==> config.mk <==
export PLATFORM = sky130hd
export DESIGN_NAME = sssw_status_word
export DESIGN_NICKNAME = d
export VERILOG_FILES = /design/src/design/sssw_pkg.sv /design/src/design/sssw_status_word.sv
export SDC_FILE = /design/constraint.sdc
export NUM_CORES = 1
export LEC_CHECK = 0
export BUFFER_PORTS_ARGS = -buffer_cell sky130_fd_sc_hd__buf_2
export CAP_MARGIN = 40
export CORE_MARGIN = 1
export CORE_UTILIZATION = 59
export CTS_BUF_LIST = sky130_fd_sc_hd__clkbuf_8
export DETAILED_ROUTE_END_ITERATION = 6
export HOLD_SLACK_MARGIN = 0.06
export PLACE_DENSITY = 0.92
export SKIP_CTS_REPAIR_TIMING = 1
export SLEW_MARGIN = 25
export SYNTH_ARGS = -nofsm -noshare
export SYNTH_HDL_FRONTEND = slang
export SYNTH_SLANG_ARGS = --single-unit
==> constraint.sdc <==
create_clock -name clk_i -period 2 [get_ports clk_i]
set_input_delay 0.1 -clock clk_i [delete_from_list [all_inputs] [get_ports clk_i]]
set_output_delay 0.1 -clock clk_i [all_outputs]
set_load 0.01 [all_outputs]
==> src/design/sssw_pkg.sv <==
// Purpose: Constants for the spindle status word three block
// Assumes: 16-bit status word, plain register port
// Notes:   Bit positions and selection codes of the status word
package sssw_pkg;
    localparam int          WORD_W         = 16;
    localparam int          SEL_W          = 5;
    localparam int          NUM_GPO        = 14;
    localparam int          ADDR_W         = 4;
    // Register indices
    localparam logic [3:0]  ADDR_STATUS    = 4'h0;
    localparam logic [3:0]  ADDR_SEL_FIRST = 4'h1;
    // Status word bit positions
    localparam int          BIT_MODE1      = 0;
    localparam int          BIT_GEAR1      = 5;
    localparam int          BIT_GEAR2      = 6;
    localparam int          BIT_FWD_ROT    = 8;
    localparam int          BIT_REV_ROT    = 9;
    localparam int          BIT_FWD_IDX    = 10;
    localparam int          BIT_REV_IDX    = 11;
    localparam int          BIT_ORIENT     = 12;
    localparam int          BIT_LOW_WIND   = 13;
    localparam int          BIT_SUB_MOTOR  = 14;
    // Output selection codes and status word reset value
    localparam logic [4:0]  SEL_RESET      = 5'h00;
    localparam logic [4:0]  SEL_MAX        = 5'h17;
    localparam logic [4:0]  SEL_FWD_ROT    = 5'h07;
    localparam logic [4:0]  SEL_REV_ROT    = 5'h08;
    localparam logic [4:0]  SEL_LOW_WIND   = 5'h12;
    localparam logic [15:0] STATUS_RESET   = 16'h0000;
endpackage

==> src/design/sssw_status_word.sv <==
// Purpose: Assembles status word three and drives general-purpose outputs
// Assumes: Command inputs synchronous to clk_i
// Notes:   Status word registered one cycle behind inputs, outputs two cycles behind
//
// The plain strobed port and the address map are this design's own decisions.
`timescale 1ns/1ps
`default_nettype none

// Operation
// RQ1: Bits 0 to 4 follow control-mode select commands 1 to 5.
// RQ2: Bits 5 and 6 follow gear select commands 1 and 2.
// RQ3: Bit 8 set only when started and turning counter-clockwise.
// RQ4: Bit 9 set only when started and turning clockwise.
// RQ5: Reader tolerates direction flags toggling at very low speed.
// RQ6: Bits A and B follow forward and reverse indexing commands.
// RQ7: Bit C follows the orientation start command.
// RQ8: Bit D follows the low-speed winding select input.
// RQ9: Bit E follows sub-motor selection in two-motor setups.
// RQ10: Output selection code 7 drives output from forward-rotation flag.
// RQ11: Output selection code 8 drives output from reverse-rotation flag.
// RQ12: Output selection code 18 drives output from low-winding flag.
// RQ13: Bits 7 and F always read as zero.
module sssw_status_word (
    // Clock and reset
    input  wire logic                      clk_i,
    input  wire logic                      arst_n_i,
    // Command inputs
    input  wire logic [4:0]                mode_select_i,
    input  wire logic [1:0]                gear_select_i,
    input  wire logic                      start_command_i,
    input  wire logic                      rotating_ccw_i,
    input  wire logic                      rotating_cw_i,
    input  wire logic                      forward_index_command_i,
    input  wire logic                      reverse_index_command_i,
    input  wire logic                      orient_start_command_i,
    input  wire logic                      low_winding_select_input_i,
    input  wire logic                      sub_motor_select_i,
    // Register port
    input  wire logic [3:0]                reg_addr_i,
    input  wire logic [15:0]               reg_wdata_i,
    input  wire logic                      reg_write_i,
    input  wire logic                      reg_read_i,
    output logic      [15:0]               reg_rdata_o,
    // Status and general-purpose outputs
    output logic      [15:0]               spindle_command_echo_status_o,
    output logic      [13:0]               gpo_o
);

    logic [15:0] status_next;
    logic [15:0] status_reg;
    logic [4:0]  sel_reg [14];
    logic [13:0] gpo_next;
    logic [13:0] gpo_reg;
    logic [15:0] rdata_reg;

    // Map a selection code onto the flag it routes
    function automatic logic route_sel(input logic [4:0] code, input logic [15:0] word);
        case (code)
            sssw_pkg::SEL_FWD_ROT:  route_sel = word[sssw_pkg::BIT_FWD_ROT];  // RQ10
            sssw_pkg::SEL_REV_ROT:  route_sel = word[sssw_pkg::BIT_REV_ROT];  // RQ11
            sssw_pkg::SEL_LOW_WIND: route_sel = word[sssw_pkg::BIT_LOW_WIND]; // RQ12
            // Other codes belong to other status words
            default:                route_sel = 1'b0;
        endcase
    endfunction

    always_comb begin
        status_next = sssw_pkg::STATUS_RESET; // RQ13
        status_next[sssw_pkg::BIT_MODE1 +: 5] = mode_select_i; // RQ1
        status_next[sssw_pkg::BIT_GEAR1] = gear_select_i[0]; // RQ2
        status_next[sssw_pkg::BIT_GEAR2] = gear_select_i[1]; // RQ2
        // Both directions at once cannot be real; report neither
        status_next[sssw_pkg::BIT_FWD_ROT] = start_command_i & rotating_ccw_i
                                             & ~rotating_cw_i; // RQ3
        status_next[sssw_pkg::BIT_REV_ROT] = start_command_i & rotating_cw_i
                                             & ~rotating_ccw_i; // RQ4
        status_next[sssw_pkg::BIT_FWD_IDX] = forward_index_command_i; // RQ6
        status_next[sssw_pkg::BIT_REV_IDX] = reverse_index_command_i; // RQ6
        status_next[sssw_pkg::BIT_ORIENT] = orient_start_command_i; // RQ7
        status_next[sssw_pkg::BIT_LOW_WIND] = low_winding_select_input_i; // RQ8
        status_next[sssw_pkg::BIT_SUB_MOTOR] = sub_motor_select_i; // RQ9
    end

    always_ff @(posedge clk_i or negedge arst_n_i) begin
        if (!arst_n_i) begin
            status_reg <= sssw_pkg::STATUS_RESET;
        end else begin
            status_reg <= status_next;
        end
    end

    // Selection registers; out-of-range codes are refused and keep the old value
    always_ff @(posedge clk_i or negedge arst_n_i) begin
        if (!arst_n_i) begin
            for (int i = 0; i < sssw_pkg::NUM_GPO; i++) begin
                sel_reg[i] <= sssw_pkg::SEL_RESET;
            end
        end else begin
            for (int i = 0; i < sssw_pkg::NUM_GPO; i++) begin
                if (reg_write_i && reg_addr_i == sssw_pkg::ADDR_SEL_FIRST + 4'(i)
                    && reg_wdata_i[4:0] <= sssw_pkg::SEL_MAX && reg_wdata_i[15:5] == 11'h000) begin
                    sel_reg[i] <= reg_wdata_i[4:0];
                end
            end
        end
    end

    // Route from the registered word so outputs match what is reported
    always_comb begin
        for (int i = 0; i < sssw_pkg::NUM_GPO; i++) begin
            gpo_next[i] = route_sel(sel_reg[i], status_reg);
        end
    end

    always_ff @(posedge clk_i or negedge arst_n_i) begin
        if (!arst_n_i) begin
            gpo_reg <= 14'h0000;
        end else begin
            gpo_reg <= gpo_next;
        end
    end

    always_ff @(posedge clk_i or negedge arst_n_i) begin
        if (!arst_n_i) begin
            rdata_reg <= 16'h0000;
        end else if (reg_read_i) begin
            if (reg_addr_i == sssw_pkg::ADDR_STATUS) begin
                rdata_reg <= status_reg;
            end else if (reg_addr_i >= sssw_pkg::ADDR_SEL_FIRST
                && reg_addr_i <= sssw_pkg::ADDR_SEL_FIRST + 4'(sssw_pkg::NUM_GPO - 1)) begin
                rdata_reg <= {11'h000, sel_reg[4'(reg_addr_i - sssw_pkg::ADDR_SEL_FIRST)]};
            end else begin
                rdata_reg <= 16'h0000;
            end
        end else begin
            rdata_reg <= 16'h0000;
        end
    end

    assign reg_rdata_o                   = rdata_reg;
    assign spindle_command_echo_status_o = status_reg;
    assign gpo_o                         = gpo_reg;

    // Checks
    property p_mode_echo;
        @(posedge clk_i) disable iff (!arst_n_i)
        1'b1 |=> status_reg[4:0] == $past(mode_select_i);
    endproperty
    a_mode_echo: assert property (p_mode_echo) else $error("mode echo mismatch"); // RQ1

    property p_gear_echo;
        @(posedge clk_i) disable iff (!arst_n_i)
        1'b1 |=> status_reg[6:5] == $past(gear_select_i);
    endproperty
    a_gear_echo: assert property (p_gear_echo) else $error("gear echo mismatch"); // RQ2

    property p_fwd_rot;
        @(posedge clk_i) disable iff (!arst_n_i)
        status_reg[8] |-> $past(start_command_i) && $past(rotating_ccw_i);
    endproperty
    a_fwd_rot: assert property (p_fwd_rot) else $error("forward flag without cause"); // RQ3

    property p_rev_rot;
        @(posedge clk_i) disable iff (!arst_n_i)
        status_reg[9] |-> $past(start_command_i) && $past(rotating_cw_i);
    endproperty
    a_rev_rot: assert property (p_rev_rot) else $error("reverse flag without cause"); // RQ4

    property p_index_echo;
        @(posedge clk_i) disable iff (!arst_n_i)
        1'b1 |=> status_reg[11:10] == {$past(reverse_index_command_i),
                                        $past(forward_index_command_i)};
    endproperty
    a_index_echo: assert property (p_index_echo) else $error("index echo mismatch"); // RQ6

    property p_orient_echo;
        @(posedge clk_i) disable iff (!arst_n_i)
        $rose(orient_start_command_i) |=> status_reg[12];
    endproperty
    a_orient_echo: assert property (p_orient_echo) else $error("orient echo late"); // RQ7

    property p_wind_echo;
        @(posedge clk_i) disable iff (!arst_n_i)
        1'b1 |=> status_reg[13] == $past(low_winding_select_input_i);
    endproperty
    a_wind_echo: assert property (p_wind_echo) else $error("winding echo mismatch"); // RQ8

    property p_sub_echo;
        @(posedge clk_i) disable iff (!arst_n_i)
        1'b1 |=> status_reg[14] == $past(sub_motor_select_i);
    endproperty
    a_sub_echo: assert property (p_sub_echo) else $error("sub-motor echo mismatch"); // RQ9

    property p_gpo0_fwd;
        @(posedge clk_i) disable iff (!arst_n_i)
        sel_reg[0] == sssw_pkg::SEL_FWD_ROT && $stable(sel_reg[0])
            |=> gpo_reg[0] == $past(status_reg[8]);
    endproperty
    a_gpo0_fwd: assert property (p_gpo0_fwd) else $error("gpo0 forward route wrong"); // RQ10

    property p_gpo0_rev;
        @(posedge clk_i) disable iff (!arst_n_i)
        sel_reg[0] == sssw_pkg::SEL_REV_ROT && $stable(sel_reg[0])
            |=> gpo_reg[0] == $past(status_reg[9]);
    endproperty
    a_gpo0_rev: assert property (p_gpo0_rev) else $error("gpo0 reverse route wrong"); // RQ11

    property p_gpo0_wind;
        @(posedge clk_i) disable iff (!arst_n_i)
        sel_reg[0] == sssw_pkg::SEL_LOW_WIND && $stable(sel_reg[0])
            |=> gpo_reg[0] == $past(status_reg[13]);
    endproperty
    a_gpo0_wind: assert property (p_gpo0_wind) else $error("gpo0 winding route wrong"); // RQ12

    property p_zero_bits;
        @(posedge clk_i) disable iff (!arst_n_i)
        !status_reg[7] && !status_reg[15];
    endproperty
    a_zero_bits: assert property (p_zero_bits) else $error("unassigned bit set"); // RQ13

    // Positive side of the direction flags, clear side of the orient echo; the checks above cover one side only
    property p_fwd_set;
        @(posedge clk_i) disable iff (!arst_n_i)
        start_command_i && rotating_ccw_i && !rotating_cw_i |=> status_reg[8];
    endproperty
    a_fwd_set: assert property (p_fwd_set) else $error("forward flag missing"); // RQ3

    property p_rev_set;
        @(posedge clk_i) disable iff (!arst_n_i)
        start_command_i && rotating_cw_i && !rotating_ccw_i |=> status_reg[9];
    endproperty
    a_rev_set: assert property (p_rev_set) else $error("reverse flag missing"); // RQ4

    property p_orient_clear;
        @(posedge clk_i) disable iff (!arst_n_i)
        !orient_start_command_i |=> !status_reg[12];
    endproperty
    a_orient_clear: assert property (p_orient_clear) else $error("orient echo stuck"); // RQ7

    // Read data stand one cycle only, so a stale word is never taken twice
    property p_rdata_idle;
        @(posedge clk_i) disable iff (!arst_n_i)
        !reg_read_i |=> reg_rdata_o == 16'h0000;
    endproperty
    a_rdata_idle: assert property (p_rdata_idle) else $error("read data not cleared");

    property p_rdata_status;
        @(posedge clk_i) disable iff (!arst_n_i)
        reg_read_i && reg_addr_i == sssw_pkg::ADDR_STATUS |=> reg_rdata_o == $past(status_reg);
    endproperty
    a_rdata_status: assert property (p_rdata_status) else $error("status read wrong"); // RQ13

    // Every output honours its own code, and only legal codes are ever stored
    for (genvar g = 0; g < sssw_pkg::NUM_GPO; g++) begin : g_sel_chk
        property p_sel_range;
            @(posedge clk_i) disable iff (!arst_n_i)
            sel_reg[g] <= sssw_pkg::SEL_MAX;
        endproperty
        a_sel_range: assert property (p_sel_range) else $error("selection too large"); // RQ10

        property p_gpo_fwd;
            @(posedge clk_i) disable iff (!arst_n_i)
            sel_reg[g] == sssw_pkg::SEL_FWD_ROT |=> gpo_reg[g] == $past(status_reg[8]);
        endproperty
        a_gpo_fwd: assert property (p_gpo_fwd) else $error("forward route wrong"); // RQ10

        property p_gpo_rev;
            @(posedge clk_i) disable iff (!arst_n_i)
            sel_reg[g] == sssw_pkg::SEL_REV_ROT |=> gpo_reg[g] == $past(status_reg[9]);
        endproperty
        a_gpo_rev: assert property (p_gpo_rev) else $error("reverse route wrong"); // RQ11

        property p_gpo_wind;
            @(posedge clk_i) disable iff (!arst_n_i)
            sel_reg[g] == sssw_pkg::SEL_LOW_WIND |=> gpo_reg[g] == $past(status_reg[13]);
        endproperty
        a_gpo_wind: assert property (p_gpo_wind) else $error("winding route wrong"); // RQ12

        property p_gpo_other;
            @(posedge clk_i) disable iff (!arst_n_i)
            sel_reg[g] != sssw_pkg::SEL_FWD_ROT && sel_reg[g] != sssw_pkg::SEL_REV_ROT
                && sel_reg[g] != sssw_pkg::SEL_LOW_WIND |=> !gpo_reg[g];
        endproperty
        a_gpo_other: assert property (p_gpo_other) else $error("stray output"); // RQ10

        property p_wr_lands;
            @(posedge clk_i) disable iff (!arst_n_i)
            reg_write_i && reg_addr_i == sssw_pkg::ADDR_SEL_FIRST + 4'(g)
                && reg_wdata_i <= {11'h000, sssw_pkg::SEL_MAX}
                |=> sel_reg[g] == $past(reg_wdata_i[4:0]);
        endproperty
        a_wr_lands: assert property (p_wr_lands) else $error("legal write lost"); // RQ10

        property p_wr_refused;
            @(posedge clk_i) disable iff (!arst_n_i)
            reg_write_i && reg_addr_i == sssw_pkg::ADDR_SEL_FIRST + 4'(g)
                && reg_wdata_i > {11'h000, sssw_pkg::SEL_MAX}
                |=> $stable(sel_reg[g]);
        endproperty
        a_wr_refused: assert property (p_wr_refused) else $error("refused write taken"); // RQ10
    end

    c_fwd: cover property (@(posedge clk_i) disable iff (!arst_n_i) $rose(status_reg[8]));
    c_rev: cover property (@(posedge clk_i) disable iff (!arst_n_i) $rose(status_reg[9]));
    c_gpo: cover property (@(posedge clk_i) disable iff (!arst_n_i) $rose(gpo_reg[0]));
    c_sel_write: cover property (@(posedge clk_i) disable iff (!arst_n_i)
        reg_write_i && reg_addr_i == sssw_pkg::ADDR_SEL_FIRST);
    c_chatter: cover property (@(posedge clk_i) disable iff (!arst_n_i)
        status_reg[8] ##1 !status_reg[8] ##1 status_reg[8]);
endmodule

`default_nettype wire

==> flow_summary.yaml, run 1 <==
timing:
  rsz0062_at_grt: "false"
  setup_violations: 0
  final.setup.worst_slack_ps: 241
  timing.hold.ws_ps: 222
  period_share_pct: 87.9
  hold_violations: 0
  slew_headroom_pct: 47.5
  drv_slew: 0
  period_needed_ps: 1760
  fin_setup_tns_ps: 0
  fmax_mhz: 569
  tightest_slew_ps: 782
  fin_skew_ps: 13.0
cells_and_area:
  design_area_um2: 6330
  final_layout_size_suffix_gt1_share_pct: 38.1
  utilization_pct: 71.9
  nets: 545
  final_common_cell: "dfrtp_1"
  final_cell_count_no_fill: 614
  largest_reg_flops: 70
  n_antenna_cell: 0
  final_cell_mix: "dfrtp_1 (112), buf_2 (79), mux2_2 (65)"
  area_delta_synth_final_pct: 16.9
job:
  max_cap_viol_count: 0
power_and_ir_drop:
  p_comb_share_pct: 9.3
  p_switching_mw: 1.06
  p_leak_nw: 3.07
  power.density_nw_per_um2: 645
  p_seq_share_pct: 56.5
  p_total_mw: 4.08
  swShare_pct: 25.9
  p_clk_share_pct: 34.2
  irDropWorstVdd_mv: 0.350
  intPower_mw: 3.03
clocking:
  cts_buffer_depth: 2
  ctsHtreeMaxLevel: 3
  cts-root-buf: "clkbuf_8"
  clock_latency_ps: 390
  cts_buffers: 9
  clock-sinks: 112
  cts_tree: "built"
  path_clk_slew_ps: 110
setup_path:
  crit_path_max_fanout: 5
  rr_worst_depth: 3
  cp-end-kind: "flip-flop"
  required_ps: 2280
  crit_type: "flip-flop to flip-flop"
  worstPathArrival_ps: 2040
  startpoint_type: "flip-flop"
  ff2ff_setup_slack_ps: 240
yosys:
  ys_seq_elements: 112
  synth_compound_area_share_pct: 6.19
  ys_warn_count: 0
  synth_mux_area_share_pct: 23.5
  yosysUniqueCellTypes: 42
  synthCells: 400
  synth_area_um2: 5420
  synth_edf_count: 0
  ys_seq_area_share_pct: 51.7
  synth_fa_ha_area_share_pct: 1.15
  synth-simple-area-share_pct: 13.8
  synth_ff_type: "dfrtp_1"
  synth-xor-area-share_pct: 0.623
  syn_area_per_cell_um2: 13.5
  async_flop_share_pct: 100
  synth_top_family_by_area: "multiplexers"
place:
  place_inst: 581
  place_ws_ps: 7.57
  numPortBuffers: 80
  routabilityCongestion: 0.930
  dpl-instance-area_um2: 5960
  place.detailed.hpwl_mm: 8.99
route:
  routed_wirelength_mm: 14.0
  drc: 24
  dr.pass1.iters: 7
  drt-vias-per-instance: 6.65
  drt_iter0_markers: 327
  routedWlPerCell_um: 22.8
  drtAntennaViolNets: 0
  dr_total_vias: 4084
grt:
  grt_pass1_wl_mm: 21.2
  antenna_found_initial: 0
  overflow: 0
  grt.total_usage_pct: 29.1
  grt_max_degree: 49
  grt_pass1_vias: 4108
outcome:
  violations: "DRC"
  status: "finished with violations"
die:
  rows: 34
  die_x_um: 97.8
  die_h_um: 97.8
  dieArea_um2: 9570
  io_pins: 85
  start_util_pct: 61.5
  core_area_um2: 8810
min_path:
  hold_path.class: "input pin to flip-flop"
  holdPathStages: 2
path summary, 6_finish.rpt:
kind / to / from
worst max-delay path: reg_rdata_o[1] / sel_reg[16]
worst min-delay path: sel_reg[55] / reg_wdata_i[0]
worst max register to register: reg_rdata_o[1] / sel_reg[16]
worst min register to register: reg_rdata_o[14] / spindle_command_echo_status_o[14]
max in group asynchronous: spindle_command_echo_status_o[14] / arst_n_i
min in group asynchronous: gpo_o[8] / arst_n_i
cell usage after synthesis (2+ instances only):
library cell    n  area share [%]
o31ai_1         8             1.1
dfrtp_1       112              52
o2bb2ai_1       6            0.97
mux2_2         65              14
mux2i_1        25             4.6
mux4_1          2            0.97
nand3_1        15             1.4
a41oi_1         8             1.3
a32o_1          5            0.92
nor4b_1         9             1.5
ha_1            5             1.2
buf_2           3            0.28
nor4_1          2            0.23
nand4_1         3            0.35
nand2b_1        6            0.69
nor2_1         19             1.3
mux4_2          8             3.3
nor4bb_1       14             2.6
clkbuf_1       11            0.76
inv_1           9            0.62
nand3_4        10             3.2
a221o_1         5            0.92
and2_1          9             1.0
nand2_1         9            0.62
mux2_1          5             1.0
buf_4           5            0.69
a31oi_1         6            0.69
and2b_1         2            0.28
kinds of logic after synthesis:
group | Yosys count
AO/OA/AOI/OAI | 40
XOR/XNOR | 3
adder cells (fa/ha/maj) | 5
buffers and inverters | 31
flip-flops | 112
multiplexers | 105
other | 1
AND/OR/NAND/NOR | 103
layout make-up:
type	count	area [um^2]
clock buffers	9	124
flip-flops and latches	112	2800
fillers	543	2470
multi-input cells	260	2460
repair buffers	108	693
well taps	108	135
clock inverters	7	75.1
inverters	10	37.5
power by group through the flow:
stage	Clock [mW]	Combinational (mW)	Sequential [mW]
3_5_place_dp	0	0.344	2.35
5_1_grt	1.51	0.405	2.31
3_3_place_gp	0	0.333	2.35
6_report	1.40	0.380	2.30
4_1_cts	1.41	0.351	2.30
2_1_floorplan	0	0.165	2.35
layer usage:
metal | GRT usage [%] | vias to the layer above | wire [um]
met5 | 0 | - | 0
met4 | 15.5 | 0 | 602
met3 | 8.23 | 62 | 1290
met2 | 46.9 | 245 | 6970
met1 | 35.8 | 2070 | 5110
li1 | - | 1707 | -
critical path, stage by stage (launching register included):
cell and delay (ps):
dfrtp_1 450, mux4_1 540, a221o_1 390, a32o_1 260
Power figures use the tool's default switching activity.
==> run 2, diff against run 1 <==
--- a/config.mk
+++ b/config.mk
@@ -10,9 +10,11 @@
 export CORE_MARGIN = 1
 export CORE_UTILIZATION = 59
 export CTS_BUF_LIST = sky130_fd_sc_hd__clkbuf_8
+export CTS_CLUSTER_DIAMETER = 150
 export DETAILED_ROUTE_END_ITERATION = 6
 export HOLD_SLACK_MARGIN = 0.06
 export PLACE_DENSITY = 0.92
+export SETUP_SLACK_MARGIN = 0.4
 export SKIP_CTS_REPAIR_TIMING = 1
 export SLEW_MARGIN = 25
 export SYNTH_ARGS = -nofsm -noshare
==> flow_summary.yaml, run 2 (synthesis gave the netlist of run 1 again) <==
die:
  die_x_um: 97.8
  die_h_um: 97.8
  io_pins: 85
  dieArea_um2: 9570
  start_util_pct: 61.5
  core_area_um2: 8810
  rows: 34
clocking:
  path_clk_slew_ps: 110
  cts_buffers: 9
  ctsHtreeMaxLevel: 3
  cts_tree: "built"
  clock_latency_ps: 380
  clock-sinks: 112
  cts-root-buf: "clkbuf_8"
  cts_buffer_depth: 2
setup_path:
  r2r-start: "sel_reg[26]"
  ff2ff_setup_slack_ps: 350
  worstPathArrival_ps: 1920
  startpoint_type: "flip-flop"
  required_ps: 2260
  crit_path_max_fanout: 5
  cp-startpoint: "sel_reg[26]"
  crit_type: "flip-flop to flip-flop"
  cp-end-kind: "flip-flop"
route:
  dr_total_vias: 3951
  dr.pass1.iters: 7
  routed_wirelength_mm: 13.5
  drtAntennaViolNets: 0
  highest_layer: "met4"
  drt-vias-per-instance: 6.32
  wl_met2_mm: 6.96
  drt_iter0_markers: 261
  wl_met1_mm: 5.26
  wl_met3_um: 745
  drc: 24
  routedWlPerCell_um: 21.5
cells_and_area:
  n_antenna_cell: 0
  regArea_um2: 2810
  utilization_pct: 73.2
  final_cell_mix: "dfrtp_1 (110), buf_2 (79), mux2_2 (65)"
  nets: 557
  area_delta_synth_final_pct: 19.0
  final_layout_size_suffix_gt1_share_pct: 40.2
  largest_reg_flops: 70
  fill_cells: 546
  final_common_cell: "dfrtp_1"
  multi_input_area_um2: 2470
grt:
  grt_pass1_vias: 3895
  overflow: 0
  antenna_found_initial: 0
  grt.total_usage_pct: 27.8
  grt_max_degree: 48
  grt_pass1_wl_mm: 20.4
outcome:
  violations: "DRC"
  status: "finished with violations"
place:
  numPortBuffers: 80
  place.detailed.hpwl_mm: 8.97
  routabilityCongestion: 0.894
timing:
  period_share_pct: 82.7
  hold_violations: 0
  drv_slew: 0
  fin_setup_tns_ps: 0
  fin_skew_ps: 15.4
  setup_violations: 0
  period_needed_ps: 1650
  tightest_slew_ps: 681
  slew_headroom_pct: 54.2
  rsz0062_at_grt: "true"
  fmax_mhz: 604
power_and_ir_drop:
  p_switching_mw: 0.977
  irDropWorstVdd_mv: 0.556
  intPower_mw: 3.14
  p_clk_share_pct: 34.7
  p_comb_share_pct: 9.1
  p_leak_nw: 3.12
  p_seq_share_pct: 56.2
  swShare_pct: 23.7
  power.density_nw_per_um2: 638
min_path:
  hold_path.class: "input pin to async pin"
job:
  max_cap_viol_count: 0
## run 2: cell count changes in the layout (fill, tap and decap cells not counted), sizes merged
cell and delta:
buf +12, bufinv +1, inv -2
## run 2: path summary, 6_finish.rpt
check	to	cells past startpoint
worst max register to register	reg_rdata_o[1]	3
min in group clk_i	sel_reg[56]	2
max in group asynchronous	sel_reg[24]	3
worst max-delay path	reg_rdata_o[1]	3
worst min-delay path	spindle_command_echo_status_o[2]	2
worst min register to register	reg_rdata_o[5]	1
## run 2: layout make-up
| cell class | instances | share of cell area (%) |
|---|---|---|
| Inverter | 10 | 0.698 |
| Sequential cell | 112 | 43.5 |
| Clock buffer | 9 | 1.92 |
| Multi-Input combinational cell | 260 | 38.3 |
| Clock inverter | 6 | 1.34 |
| Tap cell | 108 | 2.10 |
| Timing Repair Buffer | 120 | 12.1 |
## run 2: worst max-delay path, cell delays in order (launching register included)
cell and delay, ps:
dfrtp_1 440, mux4_2 510, a221o_1 350, a32o_1 250
## run 2: layer usage
layer | vias up | global-route usage, %
li1 | 1735 | -
met1 | 1986 | 34.1
met2 | 188 | 47.5
met3 | 42 | 6.73
met4 | 0 | 11.3
met5 | - | 0
## run 2: metrics by stage
stage / area (um^2) / hold WS, ps / cells / setup slack, ps / power, mW
after CTS: 6180 / -322 / 595 / 346 / 4.11
after floorplan: 5470 / -196 / 403 / 381 / 2.53
after detailed placement: 5970 / 81.4 / 580 / 133 / 2.70
after global routing: 6450 / 234 / 625 / 322 / 4.26
final: 6450 / 210 / 625 / 345 / 4.11
after global placement: 5970 / 78.7 / 580 / 228 / 2.69
## run 2: power groups by stage
stage / Sequential [mW] / Combinational, mW / Clock, mW
floorplan: 2.35 / 0.179 / 0
global placement: 2.35 / 0.333 / 0
detailed placement: 2.35 / 0.346 / 0
CTS: 2.31 / 0.348 / 1.45
global route: 2.31 / 0.402 / 1.55
finish: 2.31 / 0.376 / 1.43
